===== config.mk =====
export PLATFORM = sky130hd
export DESIGN_NAME = rsws_top
export DESIGN_NICKNAME = d
export VERILOG_FILES = /design/src/rtl/rsws_pkg.sv /design/src/rtl/rsws_sync.sv /design/src/rtl/rsws_top.sv
export SDC_FILE = /design/constraint.sdc
export NUM_CORES = 1
export LEC_CHECK = 0
export BUFFER_PORTS_ARGS = -buffer_cell sky130_fd_sc_hd__buf_4
export CAP_MARGIN = 15
export CORE_ASPECT_RATIO = 0.7
export CORE_MARGIN = 2
export CORE_UTILIZATION = 29
export DETAILED_ROUTE_END_ITERATION = 10
export GPL_TIMING_DRIVEN = 0
export PLACE_DENSITY = 0.55
export SLEW_MARGIN = 20
export SYNTH_ARGS = -nofsm -noshare
export SYNTH_HDL_FRONTEND = slang
export SYNTH_HIERARCHICAL = 1
export SYNTH_SLANG_ARGS = --single-unit

===== constraint.sdc =====
create_clock -name clk_sys -period 6.2 [get_ports clk_sys]
set_input_delay 1.24 -clock clk_sys [delete_from_list [all_inputs] [get_ports clk_sys]]
set_output_delay 1.24 -clock clk_sys [all_outputs]
set_load 0.03 [all_outputs]

===== src/rtl/rsws_pkg.sv =====
// package: timing constants, states and carrier types for the sleep/wake sequencer
package rsws_pkg;

  // ----------------------------------------
  // clock
  // ----------------------------------------
  localparam int CLK_PERIOD_NS = 40;

  // ----------------------------------------
  // timing figures as printed, and derived cycle counts
  // ----------------------------------------
  localparam int POWERDOWN_TO_OSC_OUT_DELAY_US = 2000;
  localparam int WAKE_TO_CLOCKS_US             = 2000;
  localparam int WAKE_TO_IRQ_US                = 2000;
  localparam int WAKE_TO_STABLE_US             = 2100;
  localparam int INTERRUPT_TO_CLOCK_STABLE_US  = 2100;
  localparam int SLEEP_ENTRY_NS                = 50;

  // typical delays round down; sleep entry clamped to at least one cycle
  localparam int OSC_OUT_CYCLES   = (POWERDOWN_TO_OSC_OUT_DELAY_US * 1000) / CLK_PERIOD_NS;
  localparam int CLOCKS_CYCLES    = (WAKE_TO_CLOCKS_US * 1000) / CLK_PERIOD_NS;
  localparam int IRQ_CYCLES       = (WAKE_TO_IRQ_US * 1000) / CLK_PERIOD_NS;
  localparam int STABLE_CYCLES    = (WAKE_TO_STABLE_US * 1000) / CLK_PERIOD_NS;
  localparam int IRQ_STABLE_CYCLES = (INTERRUPT_TO_CLOCK_STABLE_US * 1000) / CLK_PERIOD_NS;
  localparam int SLEEP_CYCLES_RAW = (SLEEP_ENTRY_NS) / CLK_PERIOD_NS;
  localparam int SLEEP_CYCLES     = (SLEEP_CYCLES_RAW < 1) ? 1 : SLEEP_CYCLES_RAW;

  localparam int CNT_W = 17;

  // ----------------------------------------
  // configuration field layout
  // ----------------------------------------
  localparam int CFG_POL_BIT   = 0;
  localparam int CFG_DRIVE_BIT = 1;
  localparam int WAKE_EN_BIT   = 0;
  localparam logic [1:0] CFG_RESET = 2'h0;
  localparam logic       WAKE_EN_RESET = 1'h0;

  // ----------------------------------------
  // types
  // ----------------------------------------
  typedef enum logic [1:0] {
    RSWS_SLEEP,
    RSWS_WAKING,
    RSWS_AWAKE
  } rsws_state_t;

  typedef struct packed {
    logic osc_out_en;
    logic clocks_running;
    logic clock_stable;
    logic low_power;
  } rsws_status_t;

  typedef struct packed {
    logic o;
    logic oe;
  } rsws_pin_t;

endpackage : rsws_pkg


===== src/rtl/rsws_sync.sv =====
// two-flop synchroniser for pin inputs
`timescale 1ns/100ps
module rsws_sync #(
  parameter logic RESET_VAL = 1'h0
) (
  input  wire logic clk_sys,
  input  wire logic reset,
  input  wire logic ce,
  input  wire logic async_in,
  output logic      sync_out
);

  logic stage1;

  always_ff @(posedge clk_sys) begin
    if (reset) begin
      stage1   <= RESET_VAL;
      sync_out <= RESET_VAL;
    end else if (ce) begin
      stage1   <= async_in;
      sync_out <= stage1;
    end
  end

endmodule : rsws_sync


===== src/rtl/rsws_top.sv =====
// sleep/wake sequencer: power-down pin to oscillator, clocks and wake interrupt
// Functional notes
// - oscillator output enabled 2000 us after power-down release.
// - internal clocks running 2000 us after power-down release.
// - low power mode entered within 50 ns of power-down assertion; here on the third clock edge after it.
// - release is wake event; with wake enable, interrupt after 2000 us.
// - oscillator stable 2100 us after power-down release.
// - clock stable 2100 us after wake interrupt asserts; here set 2100 us after release, 100 us after the interrupt.
// - interrupt polarity and drive set by configuration bits 1:0.
`timescale 1ns/100ps
module rsws_top
  import rsws_pkg::*;
#(
  parameter int OSC_OUT_CNT    = OSC_OUT_CYCLES,
  parameter int CLOCKS_CNT     = CLOCKS_CYCLES,
  parameter int IRQ_CNT        = IRQ_CYCLES,
  parameter int STABLE_CNT     = STABLE_CYCLES,
  parameter int IRQ_STABLE_CNT = IRQ_STABLE_CYCLES
) (
  input  wire logic         clk_sys,
  input  wire logic         reset,
  input  wire logic         ce,
  input  wire logic         power_down_n,
  input  wire logic [1:0]   irq_config,
  input  wire logic         wake_enable,
  input  wire logic         irq_clear,
  output rsws_status_t      status,
  output rsws_pin_t         irq_pin,
  output logic              buffered_osc_output_en
);

  // ----------------------------------------
  // pin synchronisation
  // ----------------------------------------
  logic pd_n_sync;

  rsws_sync #(
    .RESET_VAL (1'h0)
  ) u_pd_sync (
    .clk_sys  (clk_sys),
    .reset    (reset),
    .ce       (ce),
    .async_in (power_down_n),
    .sync_out (pd_n_sync)
  );

  // ----------------------------------------
  // sequencer state
  // ----------------------------------------
  rsws_state_t       state;
  rsws_state_t       next_state;
  logic [CNT_W-1:0]  count;
  logic [CNT_W-1:0]  next_count;
  logic              irq_event;
  logic              next_irq_event;
  rsws_status_t      next_status;
  logic [CNT_W-1:0]  irq_count;
  logic [CNT_W-1:0]  next_irq_count;
  logic              irq_timing;
  logic              next_irq_timing;
  logic              irq_set;

  always_comb begin
    next_state      = state;
    next_count      = count;
    next_status     = status;
    next_irq_event  = irq_event;
    next_irq_count  = irq_count;
    next_irq_timing = irq_timing;
    // power-down dominates the wake interrupt as well
    irq_set = pd_n_sync && (state != RSWS_SLEEP) && wake_enable
              && (count + 1'b1 == CNT_W'(IRQ_CNT));
    unique case (state)
      RSWS_SLEEP: begin
        if (pd_n_sync) begin
          next_state = RSWS_WAKING;
          next_count = '0;
          next_status.low_power = 1'b0;
        end
      end
      RSWS_WAKING, RSWS_AWAKE: begin
        next_count = (count == CNT_W'(STABLE_CNT)) ? count : count + 1'b1;
        if (count + 1'b1 == CNT_W'(OSC_OUT_CNT))
          next_status.osc_out_en = 1'b1;
        if (count + 1'b1 == CNT_W'(CLOCKS_CNT))
          next_status.clocks_running = 1'b1;
        if (count + 1'b1 == CNT_W'(STABLE_CNT)) begin
          next_status.clock_stable = 1'b1;
          next_state = RSWS_AWAKE;
        end
        if (irq_set) begin
          next_irq_event  = 1'b1;
          next_irq_timing = 1'b1;
          next_irq_count  = '0;
        end
        if (irq_timing) begin
          next_irq_count = irq_count + 1'b1;
          if (irq_count + 1'b1 == CNT_W'(IRQ_STABLE_CNT))
            next_irq_timing = 1'b0;
        end
      end
    endcase
    // set wins over clear
    if (irq_clear && !irq_set)
      next_irq_event = 1'b0;
    if (!pd_n_sync) begin
      // power-down dominates: sleep on the next edge
      next_state      = RSWS_SLEEP;
      next_count      = '0;
      next_status     = '{osc_out_en: 1'b0, clocks_running: 1'b0,
                          clock_stable: 1'b0, low_power: 1'b1};
      next_irq_timing = 1'b0;
    end
  end

  always_ff @(posedge clk_sys) begin
    if (reset) begin
      state      <= RSWS_SLEEP;
      count      <= '0;
      status     <= '{osc_out_en: 1'b0, clocks_running: 1'b0,
                      clock_stable: 1'b0, low_power: 1'b1};
      irq_event  <= 1'b0;
      irq_count  <= '0;
      irq_timing <= 1'b0;
    end else if (ce) begin
      state      <= next_state;
      count      <= next_count;
      status     <= next_status;
      irq_event  <= next_irq_event;
      irq_count  <= next_irq_count;
      irq_timing <= next_irq_timing;
    end
  end

  // ----------------------------------------
  // interrupt pin: polarity bit 0, drive bit 1 (1 = open drain)
  // ----------------------------------------
  rsws_pin_t next_irq_pin;
  logic      irq_level;

  always_comb begin
    irq_level = irq_event ^ ~irq_config[CFG_POL_BIT];
    if (irq_config[CFG_DRIVE_BIT]) begin
      next_irq_pin.o  = 1'b0;
      next_irq_pin.oe = ~irq_level;
    end else begin
      next_irq_pin.o  = irq_level;
      next_irq_pin.oe = 1'b1;
    end
  end

  always_ff @(posedge clk_sys) begin
    if (reset) begin
      irq_pin                <= '{o: 1'b1, oe: 1'b1};
      buffered_osc_output_en <= 1'b0;
    end else if (ce) begin
      irq_pin                <= next_irq_pin;
      buffered_osc_output_en <= next_status.osc_out_en;
    end
  end
endmodule : rsws_top


==> metrics, run 1 <==
status=completed; CP Max Fanout=9; CP required=about 6400 ps; CORE AREA=5784 µm²; CP bufs+invs=1; Placed Area=1953 µm²; total negative setup slack=0 ps; Port-buffer cells=14; total chip power=between 0.0003 and 0.0004 W; Leakage Power=0.7167 nW; post-route ant nets=0; Yosys cell types=40; Hold-fix buffers, CTS=0; register bit count reported by yosys=27; post-DP HPWL=roughly 3600 µm; chip height=slightly below 70 µm; CTS root buffer=clkbuf_8; CTS buffer count=3; wire length after detailed routing=5061 µm; Syn Area/Cell=7.529 µm²; starting DRC count in detailed routing=around 180; initial antenna violation count=0; CP arrival=~3000 ps; # placed instances=322; Final Critical Period=about 2700 ps; Tot GR Track Use=0.1571; final net count=264; Worst Setup Start Kind=register; slowest stage cell, crit path=dfxtp_1; sequential area share after synthesis=0.3081; syn_nets=245; critical path endpoint category=register; largest stage delay on the critical path=510 ps; Bufs on Longest Clock Path=2; non-filler cells, final=326; number of global-route vias before repair=1581; delay-heaviest family, CP=simple AND/OR/NAND/NOR gates; global-route wire length before repair=8445 µm; Worst Max-Slew Pin Slew=868.6 ps; synthesized cell area=1754 µm²; GR Overflow Total=0; FP Rows=23; Worst Skew=4.268 ps; Final Hold Viols=0; H-tree lvl count=1; Slew HR=0.4156; drt pass-1 iters=4; layout cells sized above 1=0.1554; CTS tree=yes; clock sinks=27; count of yosys warnings during synthesis=6; Slew Viols, Final=0; # DRC=0; Power per Cell Area=around 150 nW/µm²; Worst Hold Class=register to register; Final setup viols=0; Fillers=627; area delta synth->final=13.98%; Die X=just under 100 µm; Skew-Pair Late Insertion Delay=280 ps; worst-path cell chain=ha_1 -> buf_4 -> nand3_1 -> nor4_1 -> mux2i_1 -> nand4_2 -> nor4_2 -> a32o_1; RSZ-0062 raised after global routing=false; largest net degree at the start of global routing=16; DIE AREA=6697 µm²; Crit Path Category=register to register; CTS clk-pin slew, worst paths=100 ps; FMAX=364.5 MHz; WL/cell=15.52 µm; Initial Util=0.3033; max_cap viols=0; n_diodes=0; Ports=15; post-CTS setup buffers=0; routed via count=between 1500 and 2000; GPL Wtd Cong=0.8442; final instance area=~2000 µm²; worst vdd ir=0.00009007 V; drt via density=around 5.4; Final period util=0.4425; Mapped Cells=233; Gates resized, CTS repair=0
==> layer usage <==
metal / vias up / GRT usage / part of all wire
met5: - / 0 / 0
met1: 815 / 0.2582 / 0.53
li1: 874 / - / -
met2: 56 / 0.2091 / 0.39
met4: 0 / 0.02347 / 0.0043
met3: 2 / 0.03043 / 0.071
==> cell families after synthesis <==
kind of cell | Yosys count | share of synthesized area
adders and majority gates | 4 | 0.02853
muxes | 4 | 0.02283
and+or+nand+nor | 100 | 0.3181
DFF | 27 | 0.3081
xor gates and xnor gates | 7 | 0.03495
AOI/OAI and AO/OA | 63 | 0.2133
buffers and inverters | 28 | 0.07418
==> cell type report <==
class / instances / area, µm² / share of cell area
multi-input cells: 178 / 1084 / 0.5419
flip-flops and latches: 27 / 540.5 / 0.2703
repair buffers: 14 / 105.1 / 0.05257
plain buffers: 21 / 103.9 / 0.05194
well taps: 75 / 93.84 / 0.04693
clock buffers: 3 / 41.29 / 0.02065
inverters: 7 / 26.28 / 0.01314
clock inverters: 1 / 5.005 / 0.002503
==> cells in the mapped netlist <==
cell,number,area [µm²]
dfxtp_1,27,540.5
nor2_1,24,90.09
a21oi_1,23,115.1
o21ai_0,20,100.1
nand2_1,18,67.56
nand3_1,10,50.05
clkbuf_1,9,33.78
nand3b_1,9,67.56
a31oi_1,8,50.05
buf_2,8,40.04
inv_1,7,26.28
nor3_1,6,30.03
nor4_1,6,37.54
nand4_1,5,31.28
xor2_1,5,43.79
buf_4,4,30.03
ha_1,4,50.05
mux2i_1,4,40.04
or3_1,4,25.02
a22o_1,3,26.28
and3_1,3,18.77
and2_1,2,12.51
nand2b_1,2,12.51
nand4b_1,2,17.52
nor3_2,2,20.02
o211ai_1,2,15.01
or2_2,2,12.51
xnor2_1,2,17.52
a311oi_1,1,8.760
a32o_1,1,10.01
and4_1,1,8.760
and4_2,1,10.01
nand4_2,1,12.51
nand4_4,1,21.27
nor4_2,1,12.51
o21ai_1,1,5.000
o31ai_1,1,7.510
o41a_1,1,11.26
o41ai_1,1,8.760
o41ai_2,1,16.27
==> flip-flops by register name, indices dropped and copies added, names as in the netlist <==
signal / flops
u_pd_sync/sync_out: 1
state: 2
irq_event: 1
irq_pin: 2
count: 17
status: 3
u_pd_sync/stage1: 1
==> cell usage in the layout, fill, tap and decap left out, types with 3 or more instances in the layout <==
cell	n
or3_1	4
a22o_1	3
a21oi_1	23
nor3_1	6
nand3b_1	9
nand4_1	5
mux2i_1	4
o21ai_0	20
clkbuf_8	3
nand3_1	10
clkbuf_1	9
and3_1	3
dfxtp_1	27
inv_1	7
nand2_1	18
a31oi_1	8
buf_2	8
nor4_1	6
ha_1	4
xor2_1	5
nor2_1	24
buf_4	18
==> report_power, final <==
group	total, W	internal, W	switching, W
clock	0.000107	0.0000452	0.0000613
sequential	0.000176	0.000175	0.00000110
combinational	0.0000210	0.00000759	0.0000134
total	0.000304	0.000228	0.0000758
==> path summary, 6_finish.rpt <==
path	startpoint	end	slack, ps	depth (start not counted)
hold reg to reg	status[0]	status[0]	470	2
setup / recovery	count[0]	irq_event	3460	8
hold / removal	status[0]	status[0]	470	2
setup reg to reg	count[0]	irq_event	3460	8
==> through the flow <==
stage            util  setup slack, ps  hold WS [ps]
2_1_floorplan       -             4014         449.1
6_report       0.3457             3457         467.9
3_3_place_gp   0.3377             3509         434.0
3_5_place_dp   0.3377             3547         452.4
4_1_cts        0.3457             3518         470.5
5_1_grt        0.3457             3297         495.7
==> worst min-delay path, stage by stage (launching register included) <==
cell	delay [ps]
dfxtp_1	330
nand2_1	50
nand2_1	50
Power figures use the tool's default switching activity.
==> run 2: changes to the inputs <==
==> constraint.sdc (replaced) <==
create_clock -name clk_sys -period 2.8 [get_ports clk_sys]
set_input_delay 0.56 -clock clk_sys [delete_from_list [all_inputs] [get_ports clk_sys]]
set_output_delay 0.56 -clock clk_sys [all_outputs]
set_load 0.03 [all_outputs]
==> run 2 against run 1 <==
  * First-iteration DRC count shrank 23%
  * Setup slack lost 3200 ps
  * Via count grew 0.52%
  * Die area is the same
  * Total power grew 120%
  * Sequential cell count is the same
  * Largest cell class unchanged
  * Worst hold slack lost 0.90 ps
  * Highest routed layer unchanged
  * Critical endpoint unchanged
  * Global-route usage is the same
  * Clock-buffer cell count is the same
  * Largest power group unchanged
  * Clock skew grew 0.87 ps
==> metrics, run 2 (synthesis gave the netlist of run 1 again) <==
status=completed; CTS tree=yes; Final setup viols=0; Setup crit start=count[1]; Worst Setup Start Kind=register; Final Hold Viols=0; Port-buffer cells=14; Placed Area=1953 µm²; Hold-fix buffers, CTS=0; commonest non-fill, non-tap cell in the layout=dfxtp_1; final instance area=2012 µm²; most frequent cells in the layout=dfxtp_1 (26), nor2_1 (24), a21oi_1 (23); # DRC=0; Hold Path End=status[0]; setup slack after placement=147.2 ps; Combinational Power Share=0.069; post-DP HPWL=3628 µm; Die X=96.96 µm; Slew HR=0.4251; Final Critical Period=2528 ps; clock share of power=0.352; max_cap viols=0; biggest regs=count x17, status x3; setup ws final=about 270 ps; initial antenna violation count=0; FMAX=395.5 MHz; max reg flops=17; worst vdd ir=roughly 0.00020 V; r2r setup slk=270 ps; GR Overflow Total=0; H-tree lvl count=1; drt via density=between 5 and 6; CTS buffer count=3; Worst Max-Slew Pin Slew=859.2 ps; Flop pwr share=0.580; Worst Skew=5.137 ps; Crit Path Category=register to register; GPL Wtd Cong=between 0.8 and 0.9; total negative setup slack=0 ps; R2R Path End=irq_event; layout cells sized above 1=0.1673; area delta synth->final=14.69%; Reg2Reg Launch Point=count[1]; largest net degree at the start of global routing=16; CP arrival=2760 ps; CP Max Fanout=9; Power per Cell Area=334.6 nW/µm²; CTS clk-pin slew, worst paths=100 ps; WL/cell=15.46 µm; routed via count=approximately 1800; clock sinks=27; n_diodes=0; Worst Hold Class=register to register; Initial Util=0.3033; CTS root buffer=clkbuf_8; Worst Hold Depth=2; CP required=3030 ps; hold path start=status[0]; drt pass-1 iters=4; P_sw=0.0001685 W; non-filler cells, final=around 330; Ports=15; Switching Share=0.2503; global-route wire length before repair=~8400 µm; FP Rows=23; wire length after detailed routing=between 5000 and 6000 µm; internal power=roughly 0.0005 W; Tot GR Track Use=0.1571; Top reg by flops=count; RSZ-0062 raised after global routing=false; critical path endpoint category=register; chip height=about 69 µm; Final period util=0.9030; CORE AREA=5784 µm²; post-route ant nets=0; Leakage Power=roughly 0.72 nW; final net count=around 260; Skew-Pair Late Insertion Delay=between 200 and 300 ps; # placed instances=approximately 320; starting DRC count in detailed routing=140; number of global-route vias before repair=approximately 1600; Bufs on Longest Clock Path=2; Slew Viols, Final=0; DIE AREA=6697 µm²; Worst Reg-to-Reg Cells=8
-- run 2: worst max path at each step --
stage	end
floorplan	status[2]
global placement	irq_event
detailed placement	status[2]
CTS	status[2]
global route	status[2]
finish	irq_event
-- run 2: cell type report --
cell class,count,area (µm²)
Fill cell,628,3772
Clock inverter,1,5.005
Inverter,7,26.28
Sequential cell,27,541.8
Tap cell,75,93.84
Buffer,21,103.9
Clock buffer,3,41.29
Multi-Input combinational cell,178,1095
Timing Repair Buffer,14,105.1
-- run 2: worst max-delay path, cell delays in order, from the launching register on --
cell and delay [ps]:
dfxtp_1 480, ha_1 190, buf_4 160, nand3_2 190, o41a_1 490, nor3_2 190
nand4_2 150, nor4_2 430, a32o_1 180
-- run 2: per-layer routing --
metal / wire length [µm] / vias up / global-route usage
met5: 0 / - / 0
met3: 349 / 2 / 0.03043
li1: - / 877 / -
met1: 2672 / 828 / 0.2582
met4: 22 / 0 / 0.02347
met2: 1997 / 49 / 0.2091
-- run 2: what timing repair did --
action | 4_1_cts | 5_1_grt
endpoints found under the setup margin | 0 | 2
buffers inserted | 0 | 0
resized for setup | 0 | 3
-- run 2: through the flow --
stage	total power, W	utilization	hold WS [ps]
2_1_floorplan	0.0004228	-	449.1
5_1_grt	0.0007070	0.3478	491.7
4_1_cts	0.0006807	0.3457	470.5
3_5_place_dp	0.0004454	0.3377	452.4
6_report	0.0006732	0.3478	467.0
3_3_place_gp	0.0004451	0.3377	434.0
-- run 2: power groups by stage --
stage | registers [W] | logic, W | clock network (W)
after global placement | 0.000399 | 0.0000462 | 0
final | 0.000390 | 0.0000461 | 0.000237
after detailed placement | 0.000399 | 0.0000465 | 0
after floorplan | 0.000403 | 0.0000196 | 0
after CTS | 0.000390 | 0.0000464 | 0.000244
after global routing | 0.000391 | 0.0000512 | 0.000265
==> run 3: changes to the inputs <==
--- a/config.mk
+++ b/config.mk
@@ -5,14 +5,17 @@
 export SDC_FILE = /design/constraint.sdc
 export NUM_CORES = 1
 export LEC_CHECK = 0
+export ABC_AREA = 1
 export BUFFER_PORTS_ARGS = -buffer_cell sky130_fd_sc_hd__buf_4
 export CAP_MARGIN = 15
+export CELL_PAD_IN_SITES_DETAIL_PLACEMENT = 1
+export CELL_PAD_IN_SITES_GLOBAL_PLACEMENT = 1
 export CORE_ASPECT_RATIO = 0.7
 export CORE_MARGIN = 2
 export CORE_UTILIZATION = 29
 export DETAILED_ROUTE_END_ITERATION = 10
 export GPL_TIMING_DRIVEN = 0
-export PLACE_DENSITY = 0.55
+export PLACE_DENSITY = 0.69
 export SLEW_MARGIN = 20
 export SYNTH_ARGS = -nofsm -noshare
 export SYNTH_HDL_FRONTEND = slang
==> run 3 against run 2 <==
  * Critical path depth grew 4
  * Largest cell class unchanged
  * Setup slack gained 340 ps
  * Cell count rose by 19%
  * Sequential share of layout area is essentially flat
  * Clock skew decreased by 1.8 ps
==> metrics, run 3 <==
status=completed; Slew HR=0.5942; clock share of power=0.338; R2R Path End=state[0]; RSZ-0062 raised after global routing=false; layout cells sized above 1=0.1146; Die X=97.23 µm; CTS tree=yes; Final setup viols=0; CORE AREA=5813 µm²; most instantiated cells after synthesis=nand2_1 (104), inv_1 (40), nor2_1 (28); Worst Setup Start Kind=register; most frequent cell after synthesis=nand2_1; GR Overflow Total=0; post-CTS setup buffers=0; synthesized cell area=1764 µm²; H-tree lvl count=1; FMAX=456.4 MHz; total negative setup slack=0 ps; Worst Hold Class=register to register; register bit count reported by yosys=27; setup ws final=just over 600 ps; Port-buffer cells=14; Bufs on Longest Clock Path=2; biggest regs=count x17, status x3; CTS buffer count=3; most frequent cells in the layout=nand2_1 (104), inv_1 (40), nor2_1 (28); Hold WS=around 480 ps; sequential area share after synthesis=0.3064; Worst Reg-to-Reg Cells=12; Flop pwr share=0.573; Crit Path Category=register to register; Gates resized, CTS repair=0; Hold-fix buffers, CTS=0; Switching Share=0.2565; Final Hold Viols=0; drt via density=4.807; CTS root buffer=clkbuf_8; commonest non-fill, non-tap cell in the layout=nand2_1; Slew Viols, Final=0; area delta synth->final=13.90%; drt pass-1 iters=4; Primary FF master, synth=dfxtp_1; area leader, netlist=dfxtp_1; Worst Max-Slew Pin Slew=608.8 ps; Mapped Cells=296; Initial Util=0.3035; non-filler cells, final=389; Combinational Power Share=0.089; syn_nets=308; # placed instances=385; initial antenna violation count=0; post-route ant nets=0; clock sinks=27; WL/cell=about 14 µm; CP required=2950 ps; Syn Area/Cell=5.960 µm²; global-route wire length before repair=between 9000 and 10000 µm; Final period util=0.7825; GPL Wtd Cong=0.8091; total chip power=0.0006877 W; Skew-Pair Late Insertion Delay=280 ps; DIE AREA=6733 µm²; CP arrival=~2300 ps; Yosys cell types=20; Top reg by flops=count; Worst Hold Depth=2; worst vdd ir=0.0001769 V; number of global-route vias before repair=1816; Final Critical Period=2191 ps; Worst Skew=3.333 ps; wire length after detailed routing=5435 µm; Reg2Reg Launch Point=count[1]; starting DRC count in detailed routing=82; Tot GR Track Use=0.1671; P_sw=0.0001764 W; Ports=15; FP Rows=23; Leakage Power=around 0.77 nW; max reg flops=17; count of yosys warnings during synthesis=6; internal power=0.0005113 W; CTS clk-pin slew, worst paths=100 ps; ys async rst share=0; top post-synthesis cells by area=dfxtp_1 (31%), nand2_1 (22%), inv_1 (8.5%); CP Max Fanout=7; hold path start=status[0]; r2r setup slk=610 ps; Yosys top cell area share=0.3064; final net count=327; # DRC=0; n_diodes=0; setup slack after placement=between 600 and 700 ps; post-DP HPWL=4340 µm; Hold Path End=status[0]; routed via count=1870; max_cap viols=0; chip height=69.26 µm; Power per Cell Area=342.2 nW/µm²; Post-synth EDFFs=0; critical path endpoint category=register; largest net degree at the start of global routing=16
[run 3: changes by cell type after synthesis, sizes merged, moves of 6 or more]
cell    previous run  this run
inv                7        40
nand3             10        22
buf               12         5
a31oi              8         0
nor2              24        36
nand3b             9         0
o21ai             21         5
nand2             18       107
clkbuf             9         3
[run 3: how the worst max path moves through the flow]
stage | start | endpoint | slack, ps | cells past startpoint
2_1_floorplan | count[1] | state[0] | 1100 | 12
3_3_place_gp | count[1] | state[0] | 690 | 12
3_5_place_dp | count[1] | state[0] | 650 | 12
4_1_cts | count[1] | state[0] | 630 | 12
5_1_grt | count[1] | status[2] | 270 | 13
6_report | count[1] | state[0] | 610 | 12
[run 3: critical path: stages (launching register included)]
cell	delay, ps
dfxtp_1	440
ha_1	270
nand3_1	120
nor2_1	320
nand2_1	90
nand2_1	90
nand2_1	70
nor2_1	140
nand2_1	70
nor2_1	120
nand3_1	150
nand2_1	110
a21oi_1	60
[run 3: routing by layer]
| metal | GRT usage | wire length (µm) | share of wire |
|---|---|---|---|
| met1 | 0.2594 | 3034 | 0.56 |
| met2 | 0.2477 | 2126 | 0.39 |
| met3 | 0.02722 | 238 | 0.044 |
| met4 | 0.02315 | 36 | 0.0066 |
| met5 | 0 | 0 | 0 |
[run 3: kinds of logic after synthesis]
| logic type | after synthesis | synth area share |
|---|---|---|
| and+or+nand+nor | 186 | 0.4652 |
| buffers and inverters | 48 | 0.1099 |
| AOI/OAI and AO/OA | 30 | 0.08510 |
| DFF | 27 | 0.3064 |
| adders and majority gates | 4 | 0.02837 |
| xor gates and xnor gates | 1 | 0.004965 |
[run 3: stage by stage]
stage                 util  instance area (µm²)
floorplan                -                 1764
global placement    0.3377                 1963
detailed placement  0.3377                 1963
CTS                 0.3457                 2009
global route        0.3457                 2009
finish              0.3457                 2009
[run 3: area by class of cell]
type / instances / area (µm²)
Inverter: 40 / 150.1
Clock inverter: 1 / 5.005
Sequential cell: 27 / 540.5
Buffer: 8 / 43.79
Multi-Input combinational cell: 221 / 1030
Tap cell: 75 / 93.84
Fill cell: 799 / 3804
Clock buffer: 3 / 41.29
Timing Repair Buffer: 14 / 105.1
[run 3: power by group through the flow]
stage | registers (W) | logic [W] | clock network [W]
finish | 0.000394 | 0.0000611 | 0.000233
global route | 0.000395 | 0.0000676 | 0.000258
CTS | 0.000394 | 0.0000619 | 0.000245
detailed placement | 0.000403 | 0.0000615 | 0
global placement | 0.000403 | 0.0000608 | 0
floorplan | 0.000410 | 0.0000272 | 0
